File: config.mk
export PLATFORM = sky130hd
export DESIGN_NAME = power_fault_shutdown_control
export DESIGN_NICKNAME = d
export VERILOG_FILES = /design/src/design/pfs_pkg.sv /design/src/design/power_fault_shutdown_control.sv
export VERILOG_INCLUDE_DIRS = /design/src /design/src/design
export SDC_FILE = /design/constraint.sdc
export NUM_CORES = 1
export LEC_CHECK = 0
export BUFFER_PORTS_ARGS = -buffer_cell sky130_fd_sc_hd__buf_4
export CORE_UTILIZATION = 40
export CTS_CLUSTER_DIAMETER = 80
export DETAILED_ROUTE_END_ITERATION = 7
export PLACE_DENSITY = 0.72
export SLEW_MARGIN = 30
export SYNTH_ARGS = -nofsm -noshare
export SYNTH_HDL_FRONTEND = slang
export SYNTH_SLANG_ARGS = --single-unit
export TNS_END_PERCENT = 10
File: constraint.sdc
create_clock -name pclk -period 5.17 [get_ports pclk]
set_input_delay 0.517 -clock pclk [delete_from_list [all_inputs] [get_ports pclk]]
set_output_delay 0.517 -clock pclk [all_outputs]
set_load 0.01 [all_outputs]
File: src/design/pfs_consts.svh
`ifndef PFS_CONSTS_SVH
`define PFS_CONSTS_SVH
// Function
// - control word comes out of reset and boot as 0x82e37ef3
// - control word lives at offset 0x30, full 32-bit word access only
// - bit 26 clear lets a clock watchdog event reset; set suppresses it
// - bit 25 clear shuts power switches on clock loss; set does not
// - bit 24 clear enables switch shutdown on overtemperature; set disables
// - bit 14 clear enables power module shutdown on driver supply overvoltage
// - bit 8 clear shuts lin transmitter on main supply undervoltage
// - bit 7 clear turns bridge driver and charge pump off on overtemperature
// - bit 1 clear switches power devices off on a clock watchdog event
// - reserved fields always read their fixed pattern
// - overtemperature: stage off after 64 us, sleep after 1 ms
// - immediate stage off on overtemperature, no filter delay
// - overvoltage: sleep, stage and attenuators off, back on when it ends

// ---------------------------------------------------------------
// register map
// ---------------------------------------------------------------
`define ADDR_W 8
`define CTRL_OFS 8'h30
`define CTRL_RST 32'h82e3_7ef3
`define CTRL_WMASK 32'h0700_4182
`define STRB_ALL 4'hf

// ---------------------------------------------------------------
// control bit positions
// ---------------------------------------------------------------
`define BIT_WDT_RST 26
`define BIT_CLK_LOSS 25
`define BIT_OT_SW 24
`define BIT_OV 14
`define BIT_UV 8
`define BIT_FAIL 7
`define BIT_WDT_SD 1

// ---------------------------------------------------------------
// fault inputs and timing
// ---------------------------------------------------------------
`define FLT_N 5
`define FLT_WDT 4
`define FLT_LOSS 3
`define FLT_OT 2
`define FLT_OV 1
`define FLT_UV 0
`define PCLK_NS 50
`define OT_SHUT_NS 64000
`define OT_SLEEP_NS 1000000
`define OT_CNT_W 15
`define OT_SHUT_CYC ((`OT_SHUT_NS + `PCLK_NS - 1) / `PCLK_NS)
`define OT_SLEEP_CYC ((`OT_SLEEP_NS + `PCLK_NS - 1) / `PCLK_NS)

`endif

File: src/design/pfs_pkg.sv
package pfs_pkg;
   typedef enum logic [1:0] {
      ot_idle,
      ot_filter,
      ot_shut,
      ot_sleep
   } ot_state_t;
endpackage

File: src/design/power_fault_shutdown_control.sv
`timescale 1ns/1ns
`include "pfs_consts.svh"
module power_fault_shutdown_control #(
   parameter int unsigned OT_SLEEP_CYC = `OT_SLEEP_CYC
) (
   // clock and reset
   input wire logic pclk,
   input wire logic presetn,
   // apb slave
   input wire logic psel,
   input wire logic penable,
   input wire logic pwrite,
   input wire logic [`ADDR_W-1:0] paddr,
   input wire logic [31:0] pwdata,
   input wire logic [3:0] pstrb,
   output logic [31:0] prdata,
   output logic pready,
   output logic pslverr,
   // fault indications, asynchronous
   input wire logic clock_watchdog_event,
   input wire logic clock_loss,
   input wire logic overtemp_upper,
   input wire logic driver_supply_overvolt,
   input wire logic main_supply_undervolt,
   // shutdown and reset actions
   output logic clock_watchdog_reset,
   output logic clock_loss_shutdown,
   output logic power_device_off,
   output logic transceiver_shutdown,
   output logic bridge_driver_off,
   output logic charge_pump_off,
   output logic attenuator_off,
   output logic sleep_request
);

   localparam logic [31:0] WMASK = `CTRL_WMASK;
   localparam logic [31:0] RST = `CTRL_RST;
   localparam logic [`OT_CNT_W-1:0] SHUT_CNT = `OT_CNT_W'(`OT_SHUT_CYC);
   localparam logic [`OT_CNT_W-1:0] SLEEP_CNT = `OT_CNT_W'(OT_SLEEP_CYC);

   // ---------------------------------------------------------------
   // fault synchronisers
   // ---------------------------------------------------------------
   logic [`FLT_N-1:0] fault_raw;
   logic [`FLT_N-1:0] meta_q;
   logic [`FLT_N-1:0] sync_q;

   assign fault_raw[`FLT_WDT] = clock_watchdog_event;
   assign fault_raw[`FLT_LOSS] = clock_loss;
   assign fault_raw[`FLT_OT] = overtemp_upper;
   assign fault_raw[`FLT_OV] = driver_supply_overvolt;
   assign fault_raw[`FLT_UV] = main_supply_undervolt;

   // analog comparators are not on pclk, so two stages before use
   always_ff @(posedge pclk or negedge presetn) begin
      if (!presetn) begin
         meta_q <= '0;
         sync_q <= '0;
      end else begin
         meta_q <= fault_raw;
         sync_q <= meta_q;
      end
   end

   // ---------------------------------------------------------------
   // apb decode
   // ---------------------------------------------------------------
   logic setup;
   logic hit;
   logic word_ok;
   logic wr_en;
   logic pready_q;
   logic pslverr_q;
   logic [31:0] prdata_q;
   wire [31:0] ctrl_val;

   assign setup = psel && !penable;
   assign hit = (paddr == `CTRL_OFS);
   // partial writes are refused, not merged
   assign word_ok = !pwrite || (pstrb == `STRB_ALL);
   assign wr_en = psel && penable && pready_q && pwrite && !pslverr_q;

   // one wait-free answer: ready in the first access cycle
   always_ff @(posedge pclk or negedge presetn) begin
      if (!presetn) begin
         pready_q <= 1'b0;
      end else begin
         pready_q <= setup;
      end
   end

   always_ff @(posedge pclk or negedge presetn) begin
      if (!presetn) begin
         pslverr_q <= 1'b0;
      end else begin
         pslverr_q <= setup && !(hit && word_ok);
      end
   end

   always_ff @(posedge pclk or negedge presetn) begin
      if (!presetn) begin
         prdata_q <= 32'h0000_0000;
      end else if (setup) begin
         prdata_q <= (hit && !pwrite) ? ctrl_val : 32'h0000_0000;
      end
   end

   assign prdata = prdata_q;
   assign pready = pready_q;
   assign pslverr = pslverr_q;

   // ---------------------------------------------------------------
   // control register
   // ---------------------------------------------------------------
   for (genvar gi = 0; gi < 32; gi++) begin : g_ctrl
      if (WMASK[gi]) begin : g_rw
         logic bit_q;
         always_ff @(posedge pclk or negedge presetn) begin
            if (!presetn) begin
               bit_q <= RST[gi];
            end else if (wr_en) begin
               bit_q <= pwdata[gi];
            end
         end
         assign ctrl_val[gi] = bit_q;
      end else begin : g_ro
         // reserved bits have no storage, so writes cannot touch them
         assign ctrl_val[gi] = RST[gi];
      end
   end

   // ---------------------------------------------------------------
   // gated fault terms
   // ---------------------------------------------------------------
   logic ot_armed;
   logic fail_now;
   logic ov_active;

   assign ot_armed = sync_q[`FLT_OT] && !ctrl_val[`BIT_OT_SW];
   assign fail_now = sync_q[`FLT_OT] && !ctrl_val[`BIT_FAIL];
   assign ov_active = sync_q[`FLT_OV] && !ctrl_val[`BIT_OV];

   // ---------------------------------------------------------------
   // overtemperature filter
   // ---------------------------------------------------------------
   pfs_pkg::ot_state_t ot_state_q;
   logic [`OT_CNT_W-1:0] ot_cnt_q;
   logic [`OT_CNT_W-1:0] ot_cnt_d;

   // saturate so a shortened or long parameter cannot wrap
   assign ot_cnt_d = (ot_cnt_q == '1) ? ot_cnt_q : ot_cnt_q + `OT_CNT_W'(1);

   always_ff @(posedge pclk or negedge presetn) begin
      if (!presetn) begin
         ot_state_q <= pfs_pkg::ot_idle;
         ot_cnt_q <= '0;
      end else begin
         case (ot_state_q)
            pfs_pkg::ot_idle: begin
               if (ot_armed) begin
                  ot_state_q <= pfs_pkg::ot_filter;
                  ot_cnt_q <= `OT_CNT_W'(1);
               end
            end
            pfs_pkg::ot_filter: begin
               ot_cnt_q <= ot_cnt_d;
               if (!ot_armed) begin
                  ot_state_q <= pfs_pkg::ot_idle;
               end else if (ot_cnt_d >= SHUT_CNT) begin
                  ot_state_q <= pfs_pkg::ot_shut;
               end
            end
            pfs_pkg::ot_shut: begin
               ot_cnt_q <= ot_cnt_d;
               if (!ot_armed) begin
                  ot_state_q <= pfs_pkg::ot_idle;
               end else if (ot_cnt_d >= SLEEP_CNT) begin
                  ot_state_q <= pfs_pkg::ot_sleep;
               end
            end
            pfs_pkg::ot_sleep: begin
               if (!ot_armed) begin
                  ot_state_q <= pfs_pkg::ot_idle;
               end
            end
            default: begin
               ot_state_q <= pfs_pkg::ot_idle;
            end
         endcase
      end
   end

   logic ot_stage_off;
   assign ot_stage_off = (ot_state_q == pfs_pkg::ot_shut) || (ot_state_q == pfs_pkg::ot_sleep);

   // ---------------------------------------------------------------
   // clock watchdog actions
   // ---------------------------------------------------------------
   logic wdt_reset_q;
   logic wdt_off_q;

   always_ff @(posedge pclk or negedge presetn) begin
      if (!presetn) begin
         wdt_reset_q <= 1'b0;
      end else begin
         wdt_reset_q <= sync_q[`FLT_WDT] && !ctrl_val[`BIT_WDT_RST];
      end
   end

   always_ff @(posedge pclk or negedge presetn) begin
      if (!presetn) begin
         wdt_off_q <= 1'b0;
      end else begin
         wdt_off_q <= sync_q[`FLT_WDT] && !ctrl_val[`BIT_WDT_SD];
      end
   end

   assign clock_watchdog_reset = wdt_reset_q;
   assign power_device_off = wdt_off_q;

   // ---------------------------------------------------------------
   // clock loss and undervoltage actions
   // ---------------------------------------------------------------
   logic loss_off_q;
   logic uv_off_q;

   always_ff @(posedge pclk or negedge presetn) begin
      if (!presetn) begin
         loss_off_q <= 1'b0;
      end else begin
         loss_off_q <= sync_q[`FLT_LOSS] && !ctrl_val[`BIT_CLK_LOSS];
      end
   end

   always_ff @(posedge pclk or negedge presetn) begin
      if (!presetn) begin
         uv_off_q <= 1'b0;
      end else begin
         uv_off_q <= sync_q[`FLT_UV] && !ctrl_val[`BIT_UV];
      end
   end

   assign clock_loss_shutdown = loss_off_q;
   assign transceiver_shutdown = uv_off_q;

   // ---------------------------------------------------------------
   // power stage, attenuators and sleep
   // ---------------------------------------------------------------
   logic bridge_driver_off_q;
   logic cp_off_q;
   logic atten_off_q;
   logic sleep_q;

   // immediate path bypasses the filter entirely
   always_ff @(posedge pclk or negedge presetn) begin
      if (!presetn) begin
         bridge_driver_off_q <= 1'b0;
         cp_off_q <= 1'b0;
      end else begin
         bridge_driver_off_q <= fail_now || ot_stage_off || ov_active;
         cp_off_q <= fail_now || ot_stage_off || ov_active;
      end
   end

   // released as soon as the overvoltage goes away
   always_ff @(posedge pclk or negedge presetn) begin
      if (!presetn) begin
         atten_off_q <= 1'b0;
      end else begin
         atten_off_q <= ov_active;
      end
   end

   always_ff @(posedge pclk or negedge presetn) begin
      if (!presetn) begin
         sleep_q <= 1'b0;
      end else begin
         sleep_q <= (ot_state_q == pfs_pkg::ot_sleep) || ov_active;
      end
   end

   assign bridge_driver_off = bridge_driver_off_q;
   assign charge_pump_off = cp_off_q;
   assign attenuator_off = atten_off_q;
   assign sleep_request = sleep_q;
endmodule

==> metrics.json, run 1 <==
{
  "clock-sinks": 51,
  "vdd.ir_drop.worst_v": 0.000179,
  "nets": 344,
  "clock_latency_at_the_later_pin_of_the_worst_skew_pair_ns": 0.30,
  "post_route_cells_drive_above_1_share": 0.329,
  "outcome": "completed",
  "hpwlAfterDp_um": 3630,
  "drt_iter0_markers": 138,
  "finish.utilization": 0.498,
  "p_int_uw": 676,
  "slew_violations": 0,
  "sw_frac_of_total": 0.351,
  "synth.lib_cells_used.distinct": 50,
  "synth_async_sr_flop_share": 1.00,
  "ys_warn_count": 0,
  "placement.io_buffers": 60,
  "power_switching_uw": 366,
  "cts-root-buf": "sky130_fd_sc_hd__clkbuf_8",
  "final.setup.tns_ns": 0,
  "drt-vias-per-instance": 5.39,
  "power_density_nw_per_um2": 345,
  "drtAntennaViolNets": 0,
  "arrival_time_worst_endpoint_ns": 2.57,
  "postSynthAreaPerCell_um2": 10.6,
  "yosys-top-cells-area": "sky130_fd_sc_hd__dfrtp_1 (46%), sky130_fd_sc_hd__buf_4 (7.3%), sky130_fd_sc_hd__dfstp_2 (4.1%)",
  "r2r-start": "ot_cnt_q[0]$_DFFE_PN0P_",
  "cp_num_cells": 8,
  "max-clock-path-buffers": 2,
  "worst-path-max-fanout": 7,
  "endpoint_kind": "flip-flop",
  "path_clk_slew_ns": 0.09,
  "floorplan.die.width_um": 82.3,
  "sequential_cell_area_um2": 1280,
  "timing.clock.skew_ns": 0.00728,
  "synth-edff-count": 0,
  "ys.flop_type": "sky130_fd_sc_hd__dfrtp_1",
  "timing.critical_path.from_type": "flip-flop",
  "tightestPinTransition_ns": 0.798,
  "timing.critical_path.max_delay_family": "simple AND/OR/NAND/NOR gates",
  "hp-class": "input pin to asynchronous set/reset pin",
  "critical_path.reg2reg.endpoint": "ot_state_q[1]$_DFFE_PN0P_",
  "postSynthRegisterBits": 51,
  "hold_violations": 0,
  "io_pins": 96,
  "drt-pass1-iter-count": 4,
  "grtUsageTotal": 0.166,
  "layout_worst_path_cycle_share": 0.461,
  "post_cts_resized": 0,
  "critical_path.slowest_cell": "sky130_fd_sc_hd__dfrtp_1",
  "multi_input_comb_area_um2": 1080,
  "cts_setup_buffers": 0,
  "timing_worst_setup_path_type": "flip-flop to flip-flop",
  "synth.yosys.seq_area_share": 0.497,
  "crit_start": "ot_cnt_q[0]$_DFFE_PN0P_",
  "critical_path.endpoint": "ot_state_q[1]$_DFFE_PN0P_",
  "static-leakage-power_uw": 0.00143,
  "wirelength_um": 5020,
  "number_of_global_route_vias_before_repair": 1792,
  "data_required_time_of_the_worst_path_ns": 5.36,
  "routabilityCongestion": 0.865,
  "grt_pass1_wl_um": 8360,
  "comb_power_share": 0.308,
  "core_area_um2": 6060,
  "antenna_violations_before_repair": 0,
  "start_util": 0.425,
  "clockPowerShare": 0.218,
  "final_common_cell": "sky130_fd_sc_hd__buf_4",
  "commonest_cells_after_routing_fill_and_taps_aside": "sky130_fd_sc_hd__buf_4 (60), sky130_fd_sc_hd__dfrtp_1 (47), sky130_fd_sc_hd__a21oi_1 (16)",
  "fmax_mhz": 420,
  "cts_tree": "yes",
  "critical_path_cell_by_cell": "ha_1 -> nand4_2 -> nor2_2 -> a31oi_1 -> or3_1 -> nor4_2 -> o31ai_1 -> a22o_1",
  "period_needed_ns": 2.38,
  "maxCapViolations": 0,
  "cts.hold.buffers_added": 0,
  "r2r_slack_ns": 2.79,
  "htree_levels": 2,
  "cts_buffers": 5,
  "die-height_um": 82.3,
  "timing.max_slew.rel_slack": 0.453,
  "detail_route.wl_per_cell_um": 13.9,
  "setup_viols_final": 0,
  "r2r.worst_path.cells": 8,
  "post-route-drc-count": 0,
  "syn_to_final_growth_pct": 17.1,
  "routed-via-count": 1944,
  "n_antenna_cell": 0,
  "die-area_um2": 6770,
  "netlist.area_leader.share": 0.456,
  "n_fill_cell": 572,
  "setup_repair_after_global_routing_missed_its_margin": "no",
  "grt.overflow.total": 0,
  "timing.critical_path.buf_inv": 0,
  "mappedNetlistArea_um2": 2580,
  "critPathMaxStageDelay_ns": 0.46,
  "syn_inst": 244,
  "seqPwrFrac": 0.474,
  "std_cell_rows": 28,
  "grt_max_degree": 52,
  "netlist.top_cell.by_area": "sky130_fd_sc_hd__dfrtp_1"
}
==> state kept, by name (all words and copies together), names as in the netlist, 2 cells and up <==
| signal | cells |
|---|---|
| g_ctrl.g_rw.bit_q | 7 |
| prdata | 8 |
| sync_q | 5 |
| meta_q | 5 |
| ot_state_q | 2 |
| ot_cnt_q | 15 |
==> worst reg2reg max path, cell delays in order, from the launching register on <==
cell	delay (ns)
sky130_fd_sc_hd__dfrtp_1	0.46
sky130_fd_sc_hd__ha_1	0.33
sky130_fd_sc_hd__nand4_2	0.22
sky130_fd_sc_hd__nor2_2	0.18
sky130_fd_sc_hd__a31oi_1	0.13
sky130_fd_sc_hd__or3_1	0.35
sky130_fd_sc_hd__nor4_2	0.28
sky130_fd_sc_hd__o31ai_1	0.13
sky130_fd_sc_hd__a22o_1	0.19
==> metal layers <==
metal  global-route usage  up-vias  routed length, um
li1                     -      925                  -
met1                0.222      935               2270
met2                0.256       75               2320
met3               0.0385        9                346
met4               0.0737        0                 91
met5                    0        -                  0
==> cell type report <==
| cell class | count | area share |
|---|---|---|
| Timing Repair Buffer | 60 | 0.149 |
| Multi-Input combinational cell | 161 | 0.358 |
| Clock inverter | 2 | 0.00580 |
| Clock buffer | 6 | 0.0240 |
| Inverter | 6 | 0.00746 |
| Sequential cell | 51 | 0.424 |
| Tap cell | 75 | 0.0311 |
==> synth_stat cells, drive strengths merged (4+ instances only) <==
cell type	instances
dfrtp	47
nand4	12
a22o	8
o21ai	13
nand2	14
nand2b	5
and4	4
nand3	8
nor2	17
dfstp	4
a21oi	16
buf	30
nor4	5
ha	5
clkbuf	5
inv	6
nor2b	5
mux2	7
==> power groups by stage <==
| stage | clock network, uW | logic (uW) | registers [uW] |
|---|---|---|---|
| final | 227 | 321 | 493 |
| after global routing | 256 | 366 | 502 |
| after CTS | 237 | 320 | 493 |
| after detailed placement | 0 | 319 | 501 |
| after global placement | 0 | 311 | 499 |
| after floorplan | 0 | 231 | 497 |
==> cells by family after synthesis <==
logic type | synth area share
and+or+nand+nor | 0.195
AOI/OAI and AO/OA | 0.136
DFF | 0.497
buffers and inverters | 0.0985
muxes | 0.0383
adders and majority gates | 0.0243
xor gates and xnor gates | 0.0102
other | 0.00145
==> worst min path at each step <==
stage	end	cells past startpoint	startpoint	slack, ns
6_report	meta_q[3]$_DFF_PN0_	1	presetn	0.23
5_1_grt	transceiver_shutdown$_DFF_PN0_	1	presetn	0.27
4_1_cts	ot_cnt_q[0]$_DFFE_PN0P_	1	presetn	0.25
3_5_place_dp	sync_q[2]$_DFF_PN0_	0	meta_q[2]$_DFF_PN0_	0.33
3_3_place_gp	sync_q[2]$_DFF_PN0_	0	meta_q[2]$_DFF_PN0_	0.33
2_1_floorplan	attenuator_off$_DFF_PN0_	0	presetn	0.22
==> per-stage QoR <==
stage / cell area (um^2) / std cells / worst slack, ns / total power (uW) / hold WS, ns
detailed placement: 2930 / 353 / 2.85 / 820 / 0.335
global route: 3020 / 361 / 2.57 / 1120 / 0.274
floorplan: 2610 / 253 / 3.10 / 728 / 0.221
CTS: 3020 / 361 / 2.81 / 1050 / 0.250
finish: 3020 / 361 / 2.79 / 1040 / 0.226
global placement: 2930 / 353 / 2.86 / 811 / 0.333
Note: power is estimated with default switching activity, not from simulation.
==> run 2, diff against run 1 <==
Clock period 5.17 ns to 2.4 ns, I/O delays scaled along.
==> run 2 against run 1 <==
Net effect:
- sequential share of layout area is 1.0 points lower
- final area is 2.4% higher
- total power is 120% higher
- final cell count is 2.8% higher
- die area stayed put
- setup slack worse by 2.6 ns
- fmax is 7.6% higher
- clock-buffer cell count stayed put
- clock skew hardly changed
- wire length is 0.72% lower
- critical path type unchanged
==> metrics.json, run 2 (synthesized netlist as in run 1, its figures left out) <==
{
  "outcome": "completed",
  "worst-path-max-fanout": 5,
  "vdd.ir_drop.worst_v": 0.000493,
  "routabilityCongestion": 0.879,
  "number_of_global_route_vias_before_repair": 1802,
  "wirelength_um": 4990,
  "path_clk_slew_ns": 0.09,
  "cts-root-buf": "sky130_fd_sc_hd__clkbuf_8",
  "io_pins": 96,
  "tightestPinTransition_ns": 0.625,
  "hpwlAfterDp_um": 3660,
  "post_cts_resized": 0,
  "setup_viols_final": 0,
  "layout.cells.non_filler": 371,
  "arrival_time_worst_endpoint_ns": 2.42,
  "period_needed_ns": 2.21,
  "hp-class": "input pin to flip-flop",
  "post-route-drc-count": 0,
  "grt_max_degree": 52,
  "data_required_time_of_the_worst_path_ns": 2.60,
  "nets": 354,
  "n_antenna_cell": 0,
  "maxCapViolations": 0,
  "core_area_um2": 6060,
  "static-leakage-power_uw": 0.00148,
  "drt-pass1-iter-count": 4,
  "globalRouteMet1Util": 0.211,
  "drtAntennaViolNets": 0,
  "max-clock-path-buffers": 2,
  "std_cell_rows": 28,
  "die-height_um": 82.3,
  "busiest_layer": "met2",
  "multi_input_comb_area_um2": 1080,
  "syn_to_final_growth_pct": 19.9,
  "routed-via-count": 1932,
  "largest_reg_flops": 15,
  "grt_pass1_wl_um": 8220,
  "endpoint_kind": "flip-flop",
  "timing_worst_setup_path_type": "flip-flop to flip-flop",
  "floorplan.die.width_um": 82.3,
  "post_route_cells_drive_above_1_share": 0.345,
  "top_register": "ot_cnt_q",
  "drt-vias-per-instance": 5.21,
  "commonest_cells_after_routing_fill_and_taps_aside": "sky130_fd_sc_hd__buf_4 (69), sky130_fd_sc_hd__dfrtp_1 (47), sky130_fd_sc_hd__a21oi_1 (16)",
  "grt.overflow.total": 0,
  "htree_levels": 2,
  "slew_violations": 0,
  "use_met3": 0.0319,
  "holdWs_ns": 0.0328,
  "layout_worst_path_cycle_share": 0.922,
  "clock-sinks": 51,
  "detail_route.wl_per_cell_um": 13.4,
  "cts_setup_buffers": 0,
  "cts_buffers": 5,
  "grtUsageTotal": 0.162,
  "final_common_cell": "sky130_fd_sc_hd__buf_4",
  "hold_violations": 0,
  "drt_iter0_markers": 99,
  "final.setup.tns_ns": 0,
  "place_worst_setup_slack_ns": 0.217,
  "fmax_mhz": 452,
  "final_critical_path_setup_slack_ns": 0.186,
  "power_density_nw_per_um2": 751,
  "timing.critical_path.from_type": "flip-flop",
  "antenna_violations_before_repair": 0,
  "place_inst": 362,
  "placement.io_buffers": 60,
  "setup_repair_after_global_routing_missed_its_margin": "no",
  "grt_use_met2": 0.262,
  "sequential_cell_area_um2": 1280,
  "n_fill_cell": 567,
  "die-area_um2": 6770,
  "clock_latency_at_the_later_pin_of_the_worst_skew_pair_ns": 0.31,
  "cts_tree": "yes",
  "start_util": 0.425,
  "cts.hold.buffers_added": 1,
  "finish.utilization": 0.510,
  "timing.clock.skew_ns": 0.00758,
  "timing.max_slew.rel_slack": 0.583
}
## run 2: cell count changes in the layout (fill, tap and decap cells not counted)
cell,previous run,this run
sky130_fd_sc_hd__buf_4,60,69
sky130_fd_sc_hd__dlygate4sd3_1,0,1
sky130_fd_sc_hd__nor3_1,1,2
sky130_fd_sc_hd__nor3_2,2,1
## run 2: cell type report
type | instances | area share
clock inverter | 2 | 0.00566
clock buffer | 6 | 0.0235
timing repair buffer | 70 | 0.171
inverter | 6 | 0.00728
tap | 75 | 0.0303
multi-input combinational | 161 | 0.348
sequential | 51 | 0.414
## run 2: metal layers
layer,part of all wire,vias to the layer above,wire length (um)
met1,0.45,925,2250
met2,0.47,65,2330
met5,0,-,0
li1,-,936,-
met4,0.015,0,73
met3,0.066,6,331
## run 2: path summary, 6_finish.rpt
path                       depth (start not counted)                         to                     from  slack [ns]
min reg2reg                                        0        sync_q[2]$_DFF_PN0_      meta_q[2]$_DFF_PN0_        0.36
min in group asynchronous                          2        meta_q[3]$_DFF_PN0_                  presetn        0.49
min                                                1        meta_q[4]$_DFF_PN0_     clock_watchdog_event        0.03
max reg2reg                                        8  ot_state_q[1]$_DFFE_PN0P_  ot_cnt_q[0]$_DFFE_PN0P_        0.19
max in group asynchronous                          2    ot_cnt_q[8]$_DFFE_PN0P_                  presetn        1.49
max                                                8  ot_state_q[1]$_DFFE_PN0P_  ot_cnt_q[0]$_DFFE_PN0P_        0.19
## run 2: where the power goes
| part | switching, uW | leakage, uW | internal (uW) |
|---|---|---|---|
| sequential | 75.4 | 0.000650 | 972 |
| combinational | 445 | 0.000784 | 334 |
| clock | 287 | 0.0000454 | 210 |
| total | 807 | 0.00148 | 1520 |
## run 2: critical path: stages (launching register included)
cell,delay [ns]
sky130_fd_sc_hd__dfrtp_1,0.39
sky130_fd_sc_hd__ha_1,0.27
sky130_fd_sc_hd__and4_4,0.23
sky130_fd_sc_hd__a31oi_2,0.21
sky130_fd_sc_hd__nand4_1,0.15
sky130_fd_sc_hd__xor2_1,0.20
sky130_fd_sc_hd__nor4_2,0.34
sky130_fd_sc_hd__o31ai_1,0.12
sky130_fd_sc_hd__a22o_1,0.19
## run 2: per-stage QoR
stage	cell area [um^2]	total power, uW
final	3090	2320
after global routing	3090	2490
after CTS	3090	2350
after detailed placement	2990	1840
after global placement	2990	1810
after floorplan	2610	1570
